<file path="src/include/csf_pkg.sv">
// Constants, field layouts and types of the cyclic status frame builder.
// Assumes one synchronous clock domain; shared by the framer and its FIFO.
`default_nettype none
package csf_pkg;
   // ************************************************
   // Frame geometry
   // ************************************************
   localparam int CSF_MAX_BLOCKS = 14;
   localparam int CSF_T1_BLOCKS = 4;
   localparam int CSF_T2_BLOCKS = 8;
   localparam int CSF_T3_BLOCKS = 14;
   localparam int CSF_STATUS_BYTES = 2;
   localparam int CSF_BYTES_PER_BLOCK = 3;
   localparam int CSF_FIFO_DEPTH = 16;
   localparam logic [1:0] CSF_TYPE1 = 2'h1;
   localparam logic [1:0] CSF_TYPE2 = 2'h2;
   localparam logic [1:0] CSF_TYPE3 = 2'h3;

   // ************************************************
   // Block attribute byte layout
   // ************************************************
   localparam int CSF_PB_RANGE = 4;
   localparam int CSF_PB_ON = 5;
   localparam int CSF_PB_AVAIL = 6;
   localparam logic [7:0] CSF_PB_UNUSED = 8'h8c;
   localparam logic [1:0] CSF_ACC_RW = 2'h0;
   localparam logic [1:0] CSF_ACC_RO_RESET = 2'h1;
   localparam logic [1:0] CSF_ACC_RO_FACTORY = 2'h2;
   localparam logic [1:0] CSF_ACC_RO = 2'h3;

   // ************************************************
   // Default data points
   // ************************************************
   localparam logic [15:0] CSF_DP_I1 = 16'h017c;
   localparam logic [15:0] CSF_DP_I2 = 16'h017d;
   localparam logic [15:0] CSF_DP_I3 = 16'h017e;
   localparam logic [15:0] CSF_DP_IMAX = 16'h0176;
   localparam logic [15:0] CSF_DP_IN = 16'h0177;
   localparam logic [15:0] CSF_DP_VLL_MEAN = 16'h00cb;
   localparam logic [15:0] CSF_DP_PF_MEAN = 16'h00a8;
   localparam logic [15:0] CSF_DP_ENERGY = 16'h00ee;
   localparam logic [15:0] CSF_DP_V12 = 16'h00c5;
   localparam logic [15:0] CSF_DP_V23 = 16'h00c6;
   localparam logic [15:0] CSF_DP_V31 = 16'h00c7;
   localparam logic [15:0] CSF_DP_V1N = 16'h00c8;
   localparam logic [15:0] CSF_DP_V2N = 16'h00c9;
   localparam logic [15:0] CSF_DP_V3N = 16'h00ca;
   localparam logic [15:0] CSF_DP_APPARENT = 16'h00d9;

   // ************************************************
   // Types
   // ************************************************
   typedef struct packed {
      logic overload;
      logic springCharged;
      logic uvrCharged;
      logic readyToClose;
      logic [1:0] state;
      logic [1:0] position;
   } csf_status_lo_type;

   typedef struct packed {
      logic loadShed;
      logic [2:0] tripCause;
      logic userInput;
      logic writeUnlocked;
      logic alarm;
      logic threshold;
   } csf_status_hi_type;

   typedef struct packed {
      logic exists;
      logic [1:0] access;
      logic inRange;
      logic optOn;
      logic optAvail;
      logic [31:0] value;
   } csf_lib_answer_type;

   typedef struct packed {
      logic last;
      logic [7:0] data;
   } csf_frame_byte_type;

   typedef enum logic [7:0] {
      CSF_IDLE = 8'h01,
      CSF_ST0 = 8'h02,
      CSF_ST1 = 8'h04,
      CSF_LOOK = 8'h08,
      CSF_WAIT = 8'h10,
      CSF_HI = 8'h20,
      CSF_LO = 8'h40,
      CSF_PROP = 8'h80
   } csf_state_type;

   function automatic logic [15:0] csf_default_point(input logic [1:0] bt, input int idx);
      logic [15:0] p;
      p = 16'h0000;
      case (idx)
         0: p = CSF_DP_I1;
         1: p = CSF_DP_I2;
         2: p = CSF_DP_I3;
         3: p = CSF_DP_IMAX;
         4: p = CSF_DP_IN;
         5: p = (bt == CSF_TYPE2) ? CSF_DP_VLL_MEAN : CSF_DP_V12;
         6: p = (bt == CSF_TYPE2) ? CSF_DP_PF_MEAN : CSF_DP_V23;
         7: p = (bt == CSF_TYPE2) ? CSF_DP_ENERGY : CSF_DP_V31;
         8: p = CSF_DP_V1N;
         9: p = CSF_DP_V2N;
         10: p = CSF_DP_V3N;
         11: p = CSF_DP_PF_MEAN;
         12: p = CSF_DP_ENERGY;
         13: p = CSF_DP_APPARENT;
         default: p = 16'h0000;
      endcase
      return p;
   endfunction : csf_default_point
endpackage : csf_pkg
`default_nettype wire

</file>
<file path="src/hdl/csf_fifo.sv">
// Byte FIFO between the frame assembler and the fieldbus transmitter.
// Assumes one clock; read data leave through a register.
`default_nettype none
module csf_fifo
   import csf_pkg::*;
#(
   parameter int WIDTH = 9,
   parameter int DEPTH = 16
) (
   input wire logic clk_sys,
   input wire logic rst,
   input wire logic inValid,
   output logic inReady,
   input wire logic [WIDTH-1:0] inData,
   output logic outValid,
   input wire logic outReady,
   output logic [WIDTH-1:0] outData
);
   localparam int AW = $clog2(DEPTH);

   logic [WIDTH-1:0] mem [DEPTH];
   logic [AW-1:0] wrPtr_reg;
   logic [AW-1:0] rdPtr_reg;
   logic [AW:0] count_reg;
   logic push;
   logic pop;

   assign inReady = (count_reg != (AW+1)'(DEPTH));
   assign push = inValid && inReady;
   // Refill the output register whenever it is empty or being taken
   assign pop = (count_reg != '0) && (!outValid || outReady);

   always_ff @(posedge clk_sys) begin
      if (push) begin
         mem[wrPtr_reg] <= inData;
      end
   end

   always_ff @(posedge clk_sys) begin
      if (rst) begin
         wrPtr_reg <= '0;
         rdPtr_reg <= '0;
         count_reg <= '0;
      end else begin
         if (push) begin
            wrPtr_reg <= wrPtr_reg + 1'b1;
         end
         if (pop) begin
            rdPtr_reg <= rdPtr_reg + 1'b1;
         end
         count_reg <= count_reg + (AW+1)'(push) - (AW+1)'(pop);
      end
   end

   always_ff @(posedge clk_sys) begin
      if (rst) begin
         outValid <= 1'b0;
         outData <= '0;
      end else if (pop) begin
         outValid <= 1'b1;
         outData <= mem[rdPtr_reg];
      end else if (outReady) begin
         outValid <= 1'b0;
      end
   end
endmodule : csf_fifo
`default_nettype wire

</file>
<file path="src/hdl/csf_frame_builder.sv">
// Cyclic input frame assembler: status word, data blocks, attribute bytes.
// Assumes a data library that answers a point lookup some cycles later and
// a transmitter that drains the byte stream with valid/ready.
`default_nettype none
module csf_frame_builder
   import csf_pkg::*;
(
   input wire logic clk_sys,
   input wire logic rst,
   input wire logic [1:0] basicType,
   input wire logic exchReq,
   input wire csf_status_lo_type statusLo,
   input wire csf_status_hi_type statusHi,
   input wire logic asgValid,
   input wire logic [3:0] asgIndex,
   input wire logic [15:0] asgPoint,
   output logic libReq,
   output logic [15:0] libPoint,
   input wire logic libAck,
   input wire csf_lib_answer_type libAns,
   output logic exchBusy,
   output logic frameValid,
   input wire logic frameReady,
   output csf_frame_byte_type frameByte
);
   // ************************************************
   // Block configuration
   // ************************************************
   logic [1:0] type_reg;
   logic [1:0] type_next;
   logic [3:0] blockCount;
   logic [15:0] point_reg [CSF_MAX_BLOCKS];
   logic [5:0] attr_reg [CSF_MAX_BLOCKS];
   csf_state_type state_reg;
   logic [3:0] blkIdx_reg;
   logic pushReady;
   logic pushValid;
   logic reload;

   // Unknown codes fall back to the smallest frame
   assign type_next = (basicType == 2'h0) ? CSF_TYPE1 : basicType;
   // Type changes only between frames so a frame never mixes layouts
   assign reload = (state_reg == CSF_IDLE) && (type_next != type_reg);

   always_comb begin
      case (type_reg)
         CSF_TYPE2: blockCount = 4'(CSF_T2_BLOCKS);
         CSF_TYPE3: blockCount = 4'(CSF_T3_BLOCKS);
         default: blockCount = 4'(CSF_T1_BLOCKS);
      endcase
   end

   always_ff @(posedge clk_sys) begin
      if (rst) begin
         type_reg <= CSF_TYPE1;
      end else if (reload) begin
         type_reg <= type_next;
      end
   end

   // One entry per block position: default point, master's choice, attributes
   for (genvar i = 0; i < CSF_MAX_BLOCKS; i++) begin : gBlock
      logic hit;
      assign hit = asgValid && (asgIndex == 4'(i)) && (4'(i) < blockCount);
      always_ff @(posedge clk_sys) begin
         if (rst) begin
            point_reg[i] <= csf_default_point(CSF_TYPE1, i);
            attr_reg[i] <= '0;
         end else begin
            if (reload) begin
               point_reg[i] <= csf_default_point(type_next, i);
               attr_reg[i] <= '0;
            end else if (hit) begin
               point_reg[i] <= asgPoint;
               attr_reg[i] <= '0;
            end
            // Fresh lookup overrides a stale attribute of the same block
            if (libAck && (state_reg == CSF_WAIT) && (blkIdx_reg == 4'(i))) begin
               attr_reg[i] <= {libAns.exists, libAns.access,
                  libAns.inRange, libAns.optOn, libAns.optAvail};
            end
         end
      end
   end

   // ************************************************
   // Frame sequencer
   // ************************************************
   logic [15:0] value_reg;
   csf_status_lo_type statLo_reg;
   csf_status_hi_type statHi_reg;
   logic [7:0] pushData;
   logic pushLast;
   logic [5:0] byteCnt_reg;
   logic [5:0] curAttr;
   logic [7:0] curProp;

   assign curAttr = attr_reg[blkIdx_reg];

   always_comb begin
      curProp = 8'h00;
      curProp[1:0] = curAttr[4:3];
      if (curAttr[5]) begin
         curProp[CSF_PB_RANGE] = curAttr[2];
         curProp[CSF_PB_ON] = curAttr[1];
         curProp[CSF_PB_AVAIL] = curAttr[0];
      end
      // Bits 2, 3 and 7 stay zero from the reset value above
   end

   always_comb begin
      pushValid = 1'b1;
      pushLast = 1'b0;
      case (state_reg)
         CSF_ST0: pushData = statLo_reg;
         CSF_ST1: pushData = statHi_reg;
         CSF_HI: pushData = value_reg[15:8];
         CSF_LO: pushData = value_reg[7:0];
         CSF_PROP: begin
            pushData = curProp;
            pushLast = (blkIdx_reg == blockCount - 4'h1);
         end
         default: begin
            pushData = 8'h00;
            pushValid = 1'b0;
         end
      endcase
   end

   always_ff @(posedge clk_sys) begin
      if (rst) begin
         state_reg <= CSF_IDLE;
         blkIdx_reg <= '0;
      end else begin
         case (state_reg)
            CSF_IDLE: begin
               if (exchReq && !reload) begin
                  state_reg <= CSF_ST0;
               end
            end
            CSF_ST0: begin
               if (pushReady) begin
                  state_reg <= CSF_ST1;
               end
            end
            CSF_ST1: begin
               if (pushReady) begin
                  state_reg <= CSF_LOOK;
                  blkIdx_reg <= '0;
               end
            end
            CSF_LOOK: state_reg <= CSF_WAIT;
            CSF_WAIT: begin
               if (libAck) begin
                  state_reg <= CSF_HI;
               end
            end
            CSF_HI: begin
               if (pushReady) begin
                  state_reg <= CSF_LO;
               end
            end
            CSF_LO: begin
               if (pushReady) begin
                  if (blkIdx_reg == blockCount - 4'h1) begin
                     state_reg <= CSF_PROP;
                     blkIdx_reg <= '0;
                  end else begin
                     state_reg <= CSF_LOOK;
                     blkIdx_reg <= blkIdx_reg + 4'h1;
                  end
               end
            end
            CSF_PROP: begin
               if (pushReady) begin
                  if (pushLast) begin
                     state_reg <= CSF_IDLE;
                  end else begin
                     blkIdx_reg <= blkIdx_reg + 4'h1;
                  end
               end
            end
            default: state_reg <= CSF_IDLE;
         endcase
      end
   end

   // Status is frozen at the start so both bytes describe one instant
   always_ff @(posedge clk_sys) begin
      if (rst) begin
         statLo_reg <= '0;
         statHi_reg <= '0;
      end else if (state_reg == CSF_IDLE && exchReq && !reload) begin
         statLo_reg <= statusLo;
         statHi_reg <= statusHi;
      end
   end

   always_ff @(posedge clk_sys) begin
      if (rst) begin
         value_reg <= '0;
      end else if (state_reg == CSF_WAIT && libAck) begin
         value_reg <= libAns.value[15:0];
      end
   end

   always_ff @(posedge clk_sys) begin
      if (rst) begin
         libReq <= 1'b0;
         libPoint <= '0;
      end else begin
         libReq <= (state_reg == CSF_LOOK);
         if (state_reg == CSF_LOOK) begin
            libPoint <= point_reg[blkIdx_reg];
         end
      end
   end

   always_ff @(posedge clk_sys) begin
      if (rst) begin
         exchBusy <= 1'b0;
      end else begin
         exchBusy <= (state_reg != CSF_IDLE);
      end
   end

   always_ff @(posedge clk_sys) begin
      if (rst) begin
         byteCnt_reg <= '0;
      end else if (state_reg == CSF_IDLE) begin
         byteCnt_reg <= '0;
      end else if (pushValid && pushReady) begin
         byteCnt_reg <= byteCnt_reg + 6'h01;
      end
   end

   // ************************************************
   // Output buffer
   // ************************************************
   // The sequencer stalls on a full buffer, so a slow drain never drops bytes
   csf_fifo #(
      .WIDTH(9),
      .DEPTH(CSF_FIFO_DEPTH)
   ) uFifo (
      .clk_sys(clk_sys),
      .rst(rst),
      .inValid(pushValid),
      .inReady(pushReady),
      .inData({pushLast, pushData}),
      .outValid(frameValid),
      .outReady(frameReady),
      .outData(frameByte)
   );

   // ************************************************
   // Checks
   // ************************************************
   frame_length_a: assert property (@(posedge clk_sys) disable iff (rst)
      (state_reg == CSF_PROP && pushReady && pushLast) |->
      byteCnt_reg == 6'(CSF_STATUS_BYTES) + 6'(CSF_BYTES_PER_BLOCK) * 6'(blockCount) - 6'h01)
      else $error("frame length does not match basic type");

   status_first_a: assert property (@(posedge clk_sys) disable iff (rst)
      (pushValid && byteCnt_reg == 6'h00) |-> state_reg == CSF_ST0)
      else $error("first frame byte is not status");

   status_word_a: assert property (@(posedge clk_sys) disable iff (rst)
      (state_reg == CSF_ST0 && pushReady) |=> (pushData == statHi_reg) && pushValid)
      else $error("status bytes out of order");

   truncate_a: assert property (@(posedge clk_sys) disable iff (rst)
      (state_reg == CSF_WAIT && libAck) |=>
      (state_reg == CSF_HI) && pushData == $past(libAns.value[15:8]))
      else $error("block high byte not taken from low word");

   low_byte_a: assert property (@(posedge clk_sys) disable iff (rst)
      (state_reg == CSF_HI && pushReady) |=>
      state_reg == CSF_LO && pushData == value_reg[7:0])
      else $error("block low byte does not follow high byte");

   prop_unused_a: assert property (@(posedge clk_sys) disable iff (rst)
      (state_reg == CSF_PROP) |-> (pushData & CSF_PB_UNUSED) == 8'h00)
      else $error("unused attribute bits set");

   prop_missing_a: assert property (@(posedge clk_sys) disable iff (rst)
      (state_reg == CSF_PROP && !curAttr[5]) |-> pushData[6:4] == 3'h0)
      else $error("missing point reported available");

   assign_block_a: assert property (@(posedge clk_sys) disable iff (rst)
      (asgValid && !reload && asgIndex < blockCount) |=>
      point_reg[$past(asgIndex)] == $past(asgPoint))
      else $error("block reassignment not stored");

   lookup_a: assert property (@(posedge clk_sys) disable iff (rst)
      (state_reg == CSF_LOOK) |=> libReq && libPoint == $past(point_reg[blkIdx_reg]))
      else $error("lookup uses wrong data point");

   attr_refresh_a: assert property (@(posedge clk_sys) disable iff (rst)
      (state_reg == CSF_WAIT && libAck) |=> attr_reg[$past(blkIdx_reg)] ==
      $past({libAns.exists, libAns.access, libAns.inRange, libAns.optOn, libAns.optAvail}))
      else $error("attribute not refreshed from lookup");

   prop_access_a: assert property (@(posedge clk_sys) disable iff (rst)
      (state_reg == CSF_PROP) |-> pushData[1:0] == attr_reg[blkIdx_reg][4:3])
      else $error("attribute access class wrong");

   prop_flags_a: assert property (@(posedge clk_sys) disable iff (rst)
      (state_reg == CSF_PROP && curAttr[5]) |->
      pushData[6:4] == {curAttr[0], curAttr[1], curAttr[2]})
      else $error("attribute flags misplaced");

   status_capture_a: assert property (@(posedge clk_sys) disable iff (rst)
      (state_reg == CSF_IDLE && exchReq && !reload) |=>
      statLo_reg == $past(statusLo) && statHi_reg == $past(statusHi))
      else $error("status snapshot not taken at frame start");

   exch_start_a: assert property (@(posedge clk_sys) disable iff (rst)
      (state_reg == CSF_IDLE && exchReq && !reload) |=> state_reg == CSF_ST0 ##1 exchBusy)
      else $error("exchange did not start with status");
endmodule : csf_frame_builder
`default_nettype wire

</file>
<file path="config.mk">
export PLATFORM = sky130hd
export DESIGN_NAME = csf_frame_builder
export DESIGN_NICKNAME = d
export VERILOG_FILES = /design/src/include/csf_pkg.sv /design/src/hdl/csf_fifo.sv /design/src/hdl/csf_frame_builder.sv
export SDC_FILE = /design/constraint.sdc
export NUM_CORES = 1
export LEC_CHECK = 0
export CAP_MARGIN = 20
export CORE_ASPECT_RATIO = 0.9
export CORE_MARGIN = 2
export CORE_UTILIZATION = 40
export CTS_CLUSTER_DIAMETER = 50
export DETAILED_ROUTE_END_ITERATION = 10
export DONT_BUFFER_PORTS = 1
export GPL_TIMING_DRIVEN = 0
export PLACE_DENSITY_LB_ADDON = 0.1
export SLEW_MARGIN = 10
export SYNTH_ARGS = -nofsm -noshare
export SYNTH_HDL_FRONTEND = slang
export SYNTH_SLANG_ARGS = --single-unit
</file>
<file path="constraint.sdc">
create_clock -name clk_sys -period 7.7 [get_ports clk_sys]
set_input_delay 0.385 -clock clk_sys [delete_from_list [all_inputs] [get_ports clk_sys]]
set_output_delay 0.385 -clock clk_sys [all_outputs]
set_load 0.1 [all_outputs]
</file>
-- Word-level counts from Yosys, hierarchy flattened
Memory sizes are Yosys's and may differ from the RTL's. A register that Yosys moved wholly into a read port is not among the register bits.
Index checks and enable logic that the tools add are counted.
- $add $sub $neg: 6
- magnitude comparators: 14
- equality and inequality tests: 50
- multiplexer cells: 232
- bitwise logic cells: 70
- reduce and logical (&&, ||, !) cells: 61
- operator list (cell ; count):
    $mux W16 ; 56
    $mux W6 ; 43
    $mux W1 ; 109
    $mux W8 ; 9
    $or A1 B1 Y1 ; 70
    $pmux W8 S8 ; 1
    $logic_and A1 B1 Y1 ; 49
    $eq A4 B4 Y1 const B ; 12
    $pmux W8 S5 ; 1
    $eq A4 B3 Y1 const B ; 8
    $mux W4 ; 8
    $lt A4 B4 Y1 const A ; 6
    $eq A4 B2 Y1 const B ; 4
    $lt A3 B4 Y1 const A ; 4
    $add A4 B1 Y4 const B ; 3
    $ne A2 B1 Y1 const B ; 6
    $pmux W4 S3 ; 1
    $eq A4 B1 Y1 const B ; 2
    $eq A8 B1 Y1 const B ; 1
    $eq A8 B2 Y1 const B ; 1
    $eq A8 B3 Y1 const B ; 1
    $eq A8 B4 Y1 const B ; 1
    $eq A8 B5 Y1 const B ; 1
    $eq A8 B6 Y1 const B ; 1
    27 further kinds ; 35
- register bits: 62
- memory bits (writable): 452
- bits of input ports: 82
- output and inout port bits: 28
- word-level logic and storage cells: 458
- memories kept: 3
- memory list (memory ; words ; width ; read ports ; clocked after Yosys merged registers in ; wr ports ; line ; source):
    point_reg ; 14 ; 16 ; 1 ; 1 ; 14 ; csf_frame_builder.sv:32 ; logic [15:0] point_reg [CSF_MAX_BLOCKS];
    uFifo.mem ; 16 ; 9 ; 1 ; 1 ; 1 ; csf_fifo.sv:21 ; logic [WIDTH-1:0] mem [DEPTH];
    attr_reg ; 14 ; 6 ; 1 ; 1 ; 14 ; csf_frame_builder.sv:33 ; logic [5:0] attr_reg [CSF_MAX_BLOCKS];

-- Depth between registers and ports, before layout
Gate-level depths: netlist of run 1.
- depth in word-level cells: 10
- depth in mapped cells: 14
- depth with buffers taken out: 14

-- By module
A second synthesis of run 1 with hierarchy kept.
- cell total of the unflattened synthesis: 1586
- area total of the unflattened synthesis: 23935.5 um2
- by module, submodules not included (module ; times used ; cells an instance ; area each (um2)):
    csf_frame_builder ; 1 ; 1238 ; 17207.8
    csf_fifo ; 1 ; 348 ; 6727.7

-- Worst setup path before layout of run 1
Ideal clock, no wire load.
- kind: reg-to-reg
- start: register uFifo.outValid
- end: register uFifo.count_reg[4]
- library setup time: 0.070 ns
- arrival: 2.858 ns
- slack: 4.772 ns
- stages on the path, launching flop included: 12
- cell sequence: dfxtp_1 > nand2b_1 > nand2b_1 > inv_1 > ha_1 > inv_1 > ha_1 > fa_1 > a21oi_1 > nor2_1 > or3_1 > a21oi_1
- word-level cells in the longest chain between the ends: 4
- ends and longest elaborated chain (element ; line ; source):
    start, declared ; csf_fifo.sv:15 ; output logic outValid,
    start signal, assigned ; csf_fifo.sv:57 ; outValid <= 1'b0;
    start signal, assigned ; csf_fifo.sv:60 ; outValid <= 1'b1;
    start signal, assigned ; csf_fifo.sv:63 ; outValid <= 1'b0;
    $logic_not A1 Y1 ; csf_fifo.sv:31 ; assign pop = (count_reg != '0) && (!outValid || outReady);
    $logic_or A1 B1 Y1 ; csf_fifo.sv:31 ;
    $logic_and A1 B1 Y1 ; csf_fifo.sv:31 ;
    named net uFifo.pop ; csf_fifo.sv:26 ; logic pop;
    $sub A5 B1 Y5 ; csf_fifo.sv:51 ; count_reg <= count_reg + (AW+1)'(push) - (AW+1)'(pop);
    end signal, assigned ; csf_fifo.sv:51 ;
    end, declared ; csf_fifo.sv:24 ; logic [AW:0] count_reg;
The timed path passes the listed nets, and every way through them passes these cells.
A chain may end at the register's enable or synchronous reset.

==> results.md, run 1 <==
* Kind of start point of the critical path: flip-flop
* Port bufs at 0
* Post-Syn Nets at 1675
* Synth Cell Area at around 0.024 sq mm
* Status: completed
* DP Area at roughly 0.025 sq mm
* Period utilization at 0.466
* Fmax at approximately 280 MHz
* Top post-synthesis cells by area: edfxtp_1 57%, mux4_2 11%, dfxtp_1 7.6%
* DRC violations left at 0
* Synth warnings at 0
* DR pass1 iterations at 7
* Syn Area/Cell at roughly 15 sq um
* Clk_skew at around 0.023 ns
* GRT Residual Overflow at 0
* Setup TNS at 0 ns
* Hold buffer count at CTS at 58
* P_leak at slightly below 0.009 uW
* Setup ws final at roughly 4.1 ns
* Worst-Skew Late Latency at around 0.6 ns
* WL per Instance at roughly 25 um
* Flop pwr share at 0.476
* Routed WL at ~63 mm
* EDFF count, synth at ~450
* P_int at between 6000 and 7000 uW
* Iteration-0 DRC Markers at roughly 1000
* Clock buffer count from CTS at 67
* Syn Inst Count at ~1600
* Final core utilization at 0.471
* Power share of the clock group at 0.352
* Pwr Total at 8460 uW
* Minimum clock period at about 3.6 ns
* Largest register FFs at 224
* CP max FO at 17
* Critical path data required time at between 7 and 8 ns
* Final Hold Fails at 0
* DR vias/cell at between 5 and 6
* Clk root buf: clkbuf_16
* Detail Route Antenna Nets at 0
* Crit Path Category: flip-flop to flip-flop
* Area grow syn2layout at 16.0%
* GP Congestion at roughly 0.77
* Worst Hold Class: input port to flip-flop
* Post-route cell area at between 0.02 and 0.03 sq mm
* Sw Share at 0.285
* Die ar. at 0.0616 sq mm
* Die height at 236 um
* Yosys cell types at 66
* Post-CTS Setup Inserts at 0
* H-tree levels at 3
* Slew margin rel. at 0.233
* Final Setup Violations at 0
* Max IR drop VDD at between 100 and 150 uV
* Final #Nets at ~1800
* Total GRT Usage at 0.207
* Synth top area share at 0.569
* CTS tree: done
* Vias in the first global route at about 14000
* Actual slew at the worst max-slew pin at around 1.1 ns
* Pins Over Slew Limit at 0
* Seq/Total Area, Yosys at 0.645
* RSZ-0062 raised after global routing: false
* Initial antenna violation count at 4
* Comb power frac at 0.172
* Crit path capture type: flip-flop
* Die width at between 200 and 300 um
* Worst EP arrival at just under 4 ns
* P per Cell Area at 306 mW/mm^2
* Register bit count reported by yosys at between 500 and 600
* Hpwl dp at about 43 mm
* Pre-CTS WS at 4.05 ns
* # clock sinks at 543
* Core ar. at 0.0588 sq mm
* I/O pin cnt at 110
* Net Sw Power at about 2400 uW
* Share of post-route cells with drive strength above 1 at 0.184
* CTS-repair resized insts at 0
* Maximum clock path buffer count at 3
* Main synth FF type: edfxtp_1
* Routed vias at between 10000 and 15000
* Initial core utilization at 0.406
* First-pass GRT wire length at between 90 and 100 mm
* Largest net degree at the start of global routing at 18
* Synth async-reset ratio at 0
* Floorplan row count at 84
* Max-cap viol count at 0
* CTS clk-pin slew, worst paths at approximately 0.060 ns
* Cell taking the most area after synthesis: edfxtp_1
-- cells in the final DEF (no fill, tap or decap), types with 7 or more instances in the layout --
master / n
a21oi_1: 38
a221oi_1: 12
a22oi_1: 10
and2_1: 230
buf_2: 19
buf_4: 11
clkbuf_1: 91
clkbuf_16: 69
clkinv_1: 11
clkinv_2: 9
dfxtp_1: 91
dlygate4sd3_1: 58
edfxtp_1: 452
ha_1: 15
inv_1: 15
mux2_2: 25
mux2i_1: 54
mux4_2: 118
nand2_1: 78
nand2b_1: 75
nand3_1: 7
nor2_1: 94
nor2b_1: 8
nor3_1: 17
nor4_4: 9
o21ai_0: 10
or2_1: 12
xor2_1: 8
-- metal layers --
layer	vias to the layer above	global-route usage	routed length, um	share of wire
met5	-	0	0	0
li1	6182	-	-	-
met1	6945	0.300	29100	0.47
met4	0	0.0499	1120	0.018
met3	80	0.0362	2850	0.046
met2	288	0.325	29500	0.47
-- Yosys cell counts (all sizes together) (21+ instances only) --
library cell / n
a21oi: 38
and2: 230
buf: 28
clkbuf: 76
dfxtp: 91
edfxtp: 452
mux2: 25
mux2i: 54
mux4: 118
nand2: 79
nand2b: 79
nor2: 101
nor3: 21
-- power by group through the flow --
stage / sequential [uW] / clock (uW) / combinational (uW)
2_1_floorplan: 4030 / 0 / 994
5_1_grt: 4070 / 3170 / 1580
4_1_cts: 4030 / 3050 / 1480
6_report: 4030 / 2980 / 1450
3_3_place_gp: 4090 / 0 / 1400
3_5_place_dp: 4090 / 0 / 1450
-- worst paths after layout --
path	start	end	slack [ns]	cells after the start
worst min-delay path	asgIndex[2]	point_reg[2][5]	0.03	2
worst min register to register	value_reg[6]	value_reg[6]	0.46	2
worst max register to register	type_reg[0]	attr_reg[5][3]	4.11	6
worst max-delay path	type_reg[0]	attr_reg[5][3]	4.11	6
-- through the flow --
stage          cells  hold WS [ns]
2_1_floorplan   1577         0.436
3_3_place_gp    2351         0.443
3_5_place_dp    2364         0.450
4_1_cts         2543      0.000652
5_1_grt         2544       0.00342
6_report        2545        0.0277
-- final cells by class --
| cell class | instances | area [sq um] |
|---|---|---|
| Antenna cell | 1 | 2.50 |
| Buffer | 104 | 438 |
| Clock buffer | 90 | 1860 |
| Clock inverter | 31 | 226 |
| Fill cell | 5111 | 31100 |
| Inverter | 15 | 56.3 |
| Multi-Input combinational cell | 915 | 8020 |
| Sequential cell | 543 | 15400 |
| Tap cell | 774 | 968 |
| Timing Repair Buffer | 72 | 716 |
-- worst max-delay path, stage by stage (launching register included) --
cell	delay [ns]
dfxtp_1	0.52
xor2_1	0.13
o2bb2ai_2	0.28
o21bai_4	0.15
nor4_2	0.88
nand2b_1	0.90
or2_1	0.39
-- cell families (layout without fill, tap and decap cells) --
| kind of cell | count (synthesis) | count (layout) | synth area share |
|---|---|---|---|
| simple gates | 586 | 586 | 0.146 |
| flops | 543 | 543 | 0.645 |
| mux | 197 | 197 | 0.146 |
| buf+inv | 119 | 312 | 0.0207 |
| compound gates | 103 | 103 | 0.0288 |
| fa+ha+maj | 16 | 16 | 0.00870 |
| xor+xnor | 13 | 13 | 0.00477 |
| other cells | 0 | 1 | 0 |
No activity file was read; power rests on OpenSTA's default activity.
==> run 2: changes to the inputs <==
==> constraint.sdc (replaced) <==
create_clock -name clk_sys -period 2.9 [get_ports clk_sys]
set_input_delay 0.145 -clock clk_sys [delete_from_list [all_inputs] [get_ports clk_sys]]
set_output_delay 0.145 -clock clk_sys [all_outputs]
set_load 0.1 [all_outputs]
==> run 2 against run 1 <==
  * Routed wire length increased by 0.14%
  * Via count rose by 0.25%
  * Sequential share of layout area fell by 1.1 points
  * Global-route usage about the same
  * Critical endpoint is now point_reg[11][9]
  * Highest routed layer is now met5
==> results.md, run 2 (same netlist as run 1, synthesis figures left out) <==
* H-tree levels at 3 (unchanged)
* Share of post-route cells with drive strength above 1 at 0.219 (+0.0351)
* P per Cell Area at 817 mW/mm^2 (+170%)
* Max IR drop VDD at 425 uV (+200%)
* P_leak at 0.00914 uW (+2.1%)
* Largest net degree at the start of global routing at 18 (unchanged)
* Power share of the clock group at 0.359 (+0.007)
* Slew margin rel. at 0.239 (+0.00602)
* Flop pwr share at 0.464 (-0.012)
* Crit path capture type: flip-flop
* Worst R2R Setup Slack at 0.13 ns (-3.98 ns)
* Final Hold Fails at 0 (unchanged)
* Vias in the first global route at 13900 (+1.4%)
* Worst hold stages at 2 (unchanged)
* Most frequent cells in the layout: 452 x edfxtp_1, 230 x and2_1, 118 x mux4_2, 88 x dfxtp_1, 82 x clkbuf_1
* DR pass1 iterations at 5 (-2)
* Initial core utilization at 0.406 (unchanged)
* Port bufs at 0 (unchanged)
* WL per Instance at 24.5 um (-0.37%)
* Critical path data required time at 3.36 ns (-4.61 ns)
* Actual slew at the worst max-slew pin at 1.14 ns (-0.00901 ns)
* Fmax at 360 MHz (+29%)
* Area occupied by registers at 0.0154 sq mm (about the same)
* Pins Over Slew Limit at 0 (unchanged)
* Multi-input logic area at 0.00831 sq mm (+3.7%)
* CTS clk-pin slew, worst paths at 0.06 ns (about the same)
* WHS at 0.0264 ns (-0.00134 ns)
* Most common cell after layout, fill and taps aside: edfxtp_1
* Clock buffer count from CTS at 67 (unchanged)
* Fill cells at 5060 (-1.0%)
* Period utilization at 0.957 (+0.490)
* Hold_sp: exchReq
* Net Sw Power at 6620 uW (+170%)
* Hpwl dp at 43.1 mm (-0.77%)
* Iteration-0 DRC Markers at 960 (-6.5%)
* Comb power frac at 0.177 (+0.005)
* Total GRT Usage at 0.207 (-0.000217)
* Final #Nets at 1829 (+0.72%)
* Routed WL at 62.6 mm (+0.14%)
* # clock sinks at 543 (unchanged)
* Worst r2r src: type_reg[1]
* Worst EP arrival at 3.23 ns (-0.63 ns)
* Hold Path Sink: state_reg[0]
* Minimum clock period at 2.77 ns (-0.816 ns)
* R2R cell count at 7 (+1)
* Clk root buf: clkbuf_16
* Sw Share at 0.287 (+0.00189)
* Maximum clock path buffer count at 3 (unchanged)
* Floorplan row count at 84 (unchanged)
* RSZ-0062 raised after global routing: false
* Area grow syn2layout at 18.3%
* GP Congestion at 0.782 (+2.2%)
* Worst Hold Class: input port to flip-flop
* Pre-CTS WS at -0.734 ns (-4.79 ns)
* Clk_skew at 0.0305 ns (+0.00751 ns)
* Crit Path Category: flip-flop to flip-flop
* Final Setup Violations at 0 (unchanged)
* Die ar. at 0.0616 sq mm (unchanged)
* Die height at 236 um (unchanged)
* Core ar. at 0.0588 sq mm (unchanged)
* Status: completed
* Detail Route Antenna Nets at 0 (unchanged)
* First-pass GRT wire length at 92.7 mm (unchanged)
* Routed vias at 13500 (+0.25%)
* I/O pin cnt at 110 (unchanged)
* R2r endpoint: point_reg[11][9]
* Setup ws final at 0.126 ns (-3.98 ns)
* CTS tree: done
* DRC violations left at 0 (unchanged)
* Kind of start point of the critical path: flip-flop
* Die width at 261 um (unchanged)
* DR vias/cell at 5.29 (-0.26%)
* Max-cap viol count at 0 (unchanged)
* CP max FO at 10 (-7)
* Initial antenna violation count at 4 (unchanged)
* GRT Residual Overflow at 0 (unchanged)
* Largest register FFs at 224 (unchanged)
* Worst-Skew Late Latency at 0.61 ns (+0.02 ns)
* P_int at 16500 uW (+170%)
run 2: power groups by stage:
stage | combinational (uW) | clock [uW] | sequential (uW)
6_report | 4080 | 8290 | 10700
5_1_grt | 4440 | 8750 | 10800
4_1_cts | 4050 | 8450 | 10700
3_5_place_dp | 3850 | 0 | 10900
3_3_place_gp | 3730 | 0 | 10900
2_1_floorplan | 2640 | 0 | 10700
run 2: worst max path at each step:
stage / cells after the start / slack (ns) / endpoint / start
after floorplan: 5 / 0.008 / attr_reg[10][0] / type_reg[0]
after global placement: 5 / -1.76 / attr_reg[10][0] / type_reg[0]
after detailed placement: 6 / -0.73 / attr_reg[5][0] / type_reg[0]
after CTS: 7 / -0.07 / attr_reg[9][0] / type_reg[0]
after global routing: 7 / 0.002 / point_reg[6][2] / type_reg[1]
final: 7 / 0.13 / point_reg[11][9] / type_reg[1]
run 2: cell type report:
type / instances / share of cell area
antenna: 1 / 0.0000886
buffer: 103 / 0.0162
clock buffer: 86 / 0.0645
clock inverter: 35 / 0.0131
inverter: 15 / 0.00199
multi-input combinational: 915 / 0.294
sequential: 543 / 0.545
tap: 774 / 0.0343
timing repair buffer: 86 / 0.0303
run 2: timing repair:
action | 4_1_cts | 5_1_grt
endpoints found under the setup margin | 416 | 326
endpoints found under the hold margin | 138 | 0
gates resized for setup | 55 | 39
buffers inserted | 4 | 5
pin swaps | 3 | 5
hold buffers | 67 | 0
run 2: per-stage QoR:
stage	setup TNS, ns	total power, uW	util	instance area (sq um)	instances
final	0	23100	0.481	28200	2558
after global routing	0	24000	0.481	28200	2557
after CTS	-0.953	23200	0.478	28100	2552
after detailed placement	-91.40	14700	0.425	25000	2361
after global placement	-272.83	14600	0.423	24800	2351
after floorplan	0	13300	-	23900	1577
run 2: metal layers:
layer / wire length [um] / track usage / vias to the layer above
met2: 29800 / 0.327 / 286
met1: 28300 / 0.291 / 6951
met3: 3320 / 0.0462 / 82
met5: 13 / 0 / -
met4: 1220 / 0.0499 / 2
li1: - / - / 6208
run 2: worst max-delay path, stage by stage (launching register included):
cell,delay (ns)
dfxtp_1,0.52
nand2_1,0.11
o2bb2ai_2,0.26
o21bai_4,0.17
buf_6,0.21
nor4_4,0.65
clkbuf_1,0.50
and2_1,0.20
==> run 3: changes to the inputs <==
--- a/config.mk
+++ b/config.mk
@@ -5,13 +5,13 @@
 export SDC_FILE = /design/constraint.sdc
 export NUM_CORES = 1
 export LEC_CHECK = 0
+export BUFFER_PORTS_ARGS = -buffer_cell sky130_fd_sc_hd__buf_2
 export CAP_MARGIN = 20
 export CORE_ASPECT_RATIO = 0.9
 export CORE_MARGIN = 2
 export CORE_UTILIZATION = 40
 export CTS_CLUSTER_DIAMETER = 50
 export DETAILED_ROUTE_END_ITERATION = 10
-export DONT_BUFFER_PORTS = 1
 export GPL_TIMING_DRIVEN = 0
 export PLACE_DENSITY_LB_ADDON = 0.1
 export SLEW_MARGIN = 10
==> constraint.sdc (replaced) <==
create_clock -name clk_sys -period 2.9 [get_ports clk_sys]
set_input_delay 0.58 -clock clk_sys [delete_from_list [all_inputs] [get_ports clk_sys]]
set_output_delay 0.58 -clock clk_sys [all_outputs]
set_load 0.1 [all_outputs]
==> run 3 against run 2 <==
  * Die area is the same
  * Highest routed layer is now met4
  * Sequential cell count is the same
  * Sequential share of layout area grew 0.75 points
  * Non-clock buffer count grew 34
  * Sequential power shrank 4%
  * Register-to-register slack lost 0.08 ns
  * Clock-buffer cell count grew 5
  * Clock skew shrank 0.0048 ns
  * Clock power shrank 6.6%
  * Critical path depth shrank 1
  * Combinational power grew 11%
==> results.md, run 3 (same netlist as run 1, synthesis figures left out) <==
* Actual slew at the worst max-slew pin at 1.04 ns (-0.102 ns)
* Pre-CTS WS at -0.862 ns (-0.128 ns)
* Maximum clock path buffer count at 3 (unchanged)
* Antenna diodes at 0 (-1)
* First-pass GRT wire length at 92.3 mm (-0.46%)
* Clock buffer count from CTS at 66 (-1.5%)
* Final Hold Fails at 0 (unchanged)
* Total GRT Usage at 0.206 (-0.00131)
* Clk root buf: clkbuf_16
* Floorplan row count at 84 (unchanged)
* DP Cell Count at 2455 (+4.0%)
* Met3 usage at 0.0359 (-0.0103)
* WL per Instance at 24.1 um (-1.7%)
* Period utilization at 0.986 (+0.0291)
* Final core utilization at 0.474 (-0.00658)
* Iteration-0 DRC Markers at 1107 (+15%)
* GRT Residual Overflow at 0 (unchanged)
* Die width at 261 um (unchanged)
* Hpwl dp at 43.4 mm (+0.69%)
* Worst hold stages at 3 (+1)
* Crit Path Category: flip-flop to flip-flop
* Worst-Skew Late Latency at 0.60 ns (about the same)
* Worst Hold Class: input port to flip-flop
* Initial antenna violation count at 2 (-2)
* Final Setup Violations at 0 (unchanged)
* Share of post-route cells with drive strength above 1 at 0.265 (+0.0457)
* Port bufs at 92 (+92)
* Clk_skew at 0.0257 ns (-0.00481 ns)
* Worst EP arrival at 3.08 ns (-0.15 ns)
* Status: completed
* I/O pin cnt at 110 (unchanged)
* Global-route met2 utilization at 0.319 (-0.00786)
* Pwr Total at 22500 uW (-2.4%)
* Vias in the first global route at 14000 (+0.22%)
* Setup ws final at 0.0414 ns (-0.0843 ns)
* Area grow syn2layout at 16.7%
* Sw Share at 0.289 (+0.00264)
* DR pass1 iterations at 5 (unchanged)
* Slowest-stage cell, CP: nor2_2
* Max IR drop VDD at 359 uV (-15%)
* Crit path capture type: flip-flop
* Routed vias at 13600 (+0.75%)
* CP max FO at 9 (-1)
* Slowest stage delay, CP at 0.55 ns (-0.10 ns)
* P_leak at 0.00921 uW (+0.71%)
* Met1 Use GR at 0.301 (+0.00980)
* Die height at 236 um (unchanged)
* Max-cap viol count at 0 (unchanged)
* Die ar. at 0.0616 sq mm (unchanged)
* RSZ-0062 raised after global routing: true
* Pins Over Slew Limit at 0 (unchanged)
* R2R cell count at 6 (-1)
* Routed WL at 62.3 mm (-0.48%)
* Largest register FFs at 224 (unchanged)
* Critical-path cell list: buf_6 -> nor4_4 -> nand3_1 -> a31oi_2 -> nand2_1 -> nor2_2
* CTS tree: done
* # clock sinks at 543 (unchanged)
* Net Sw Power at 6520 uW (-1.5%)
* Fmax at 350 MHz (-2.9%)
* Core ar. at 0.0588 sq mm (unchanged)
* P_int at 16000 uW (-2.7%)
* Final #Nets at 1862 (+1.8%)
* DRC violations left at 0 (unchanged)
* Finished Layout Cells at 2589 (+1.2%)
* Most common cell after layout, fill and taps aside: edfxtp_1
* Comb power frac at 0.200 (+0.023)
* CTS clk-pin slew, worst paths at 0.06 ns (about the same)
* P per Cell Area at 809 mW/mm^2 (-1.0%)
* Most frequent cells in the layout: 452 x edfxtp_1, 230 x and2_1, 118 x mux4_2, 106 x buf_2, 92 x clkbuf_1
* Kind of start point of the critical path: flip-flop
* Critical path data required time at 3.13 ns (-0.23 ns)
* Initial core utilization at 0.406 (unchanged)
* GP Congestion at 0.791 (+1.1%)
* Power share of the clock group at 0.343 (-0.016)
* DR vias/cell at 5.26 (-0.45%)
* Detail Route Antenna Nets at 0 (unchanged)
* H-tree levels at 3 (unchanged)
* Flop pwr share at 0.457 (-0.007)
* Slew margin rel. at 0.308 (+0.0689)
* Grt peak-use layer: met2
* Minimum clock period at 2.86 ns (+0.0843 ns)
* Largest net degree at the start of global routing at 20 (+2)
==> run 3: repair_timing <==
item,CTS,global route
pin swaps,6,5
hold buffers,0,0
endpoints found under the setup margin,411,304
buffers inserted,7,12
gates resized for setup,50,28
==> run 3: final cells by class <==
| cell class | instances | area [sq um] |
|---|---|---|
| multi-input combinational | 915 | 8270 |
| sequential | 543 | 15400 |
| clock buffer | 91 | 1820 |
| timing repair buffer | 123 | 723 |
| fill | 5113 | 30900 |
| tap | 774 | 968 |
| inverter | 15 | 56.3 |
| clock inverter | 28 | 188 |
| buffer | 100 | 434 |
==> run 3: final timing paths <==
| check | start | slack [ns] | to |
|---|---|---|---|
| max reg2reg | state_reg[2] | 0.04 | uFifo.mem[7][4] |
| min reg2reg | value_reg[7] | 0.46 | value_reg[7] |
| min | statusLo[7] | 0.22 | statLo_reg[7] |
| max | state_reg[2] | 0.04 | uFifo.mem[7][4] |
==> run 3: layer usage <==
metal / share of wire / vias to the layer above
met4: 0.020 / 0
met5: 0 / -
li1: - / 6264
met1: 0.47 / 6968
met2: 0.47 / 312
met3: 0.043 / 87
==> run 3: worst max-delay path: cells and delay by family (launching register included) <==
family	cells	cell delay, ns
buffers and inverters	1	0.13
AOI/OAI and AO/OA	1	0.52
and+or+nand+nor	4	1.54
DFF	1	0.30
==> run 3: metrics by stage <==
stage | instance area (sq um) | setup TNS [ns] | hold WS [ns]
floorplan | 23900 | -2.36 | 0.436
global placement | 25300 | -300.84 | 0.445
detailed placement | 25500 | -154.71 | 0.451
CTS | 27700 | -2.63 | 0.187
global route | 27900 | -2.56 | 0.207
finish | 27900 | 0 | 0.219
==> run 3: power by group through the flow <==
stage | sequential [uW] | combinational (uW) | clock [uW]
final | 10300 | 4510 | 7740
after global routing | 10400 | 4880 | 8170
after CTS | 10300 | 4510 | 7900
after detailed placement | 10500 | 4380 | 0
after global placement | 10400 | 4270 | 0
after floorplan | 10700 | 2640 | 0
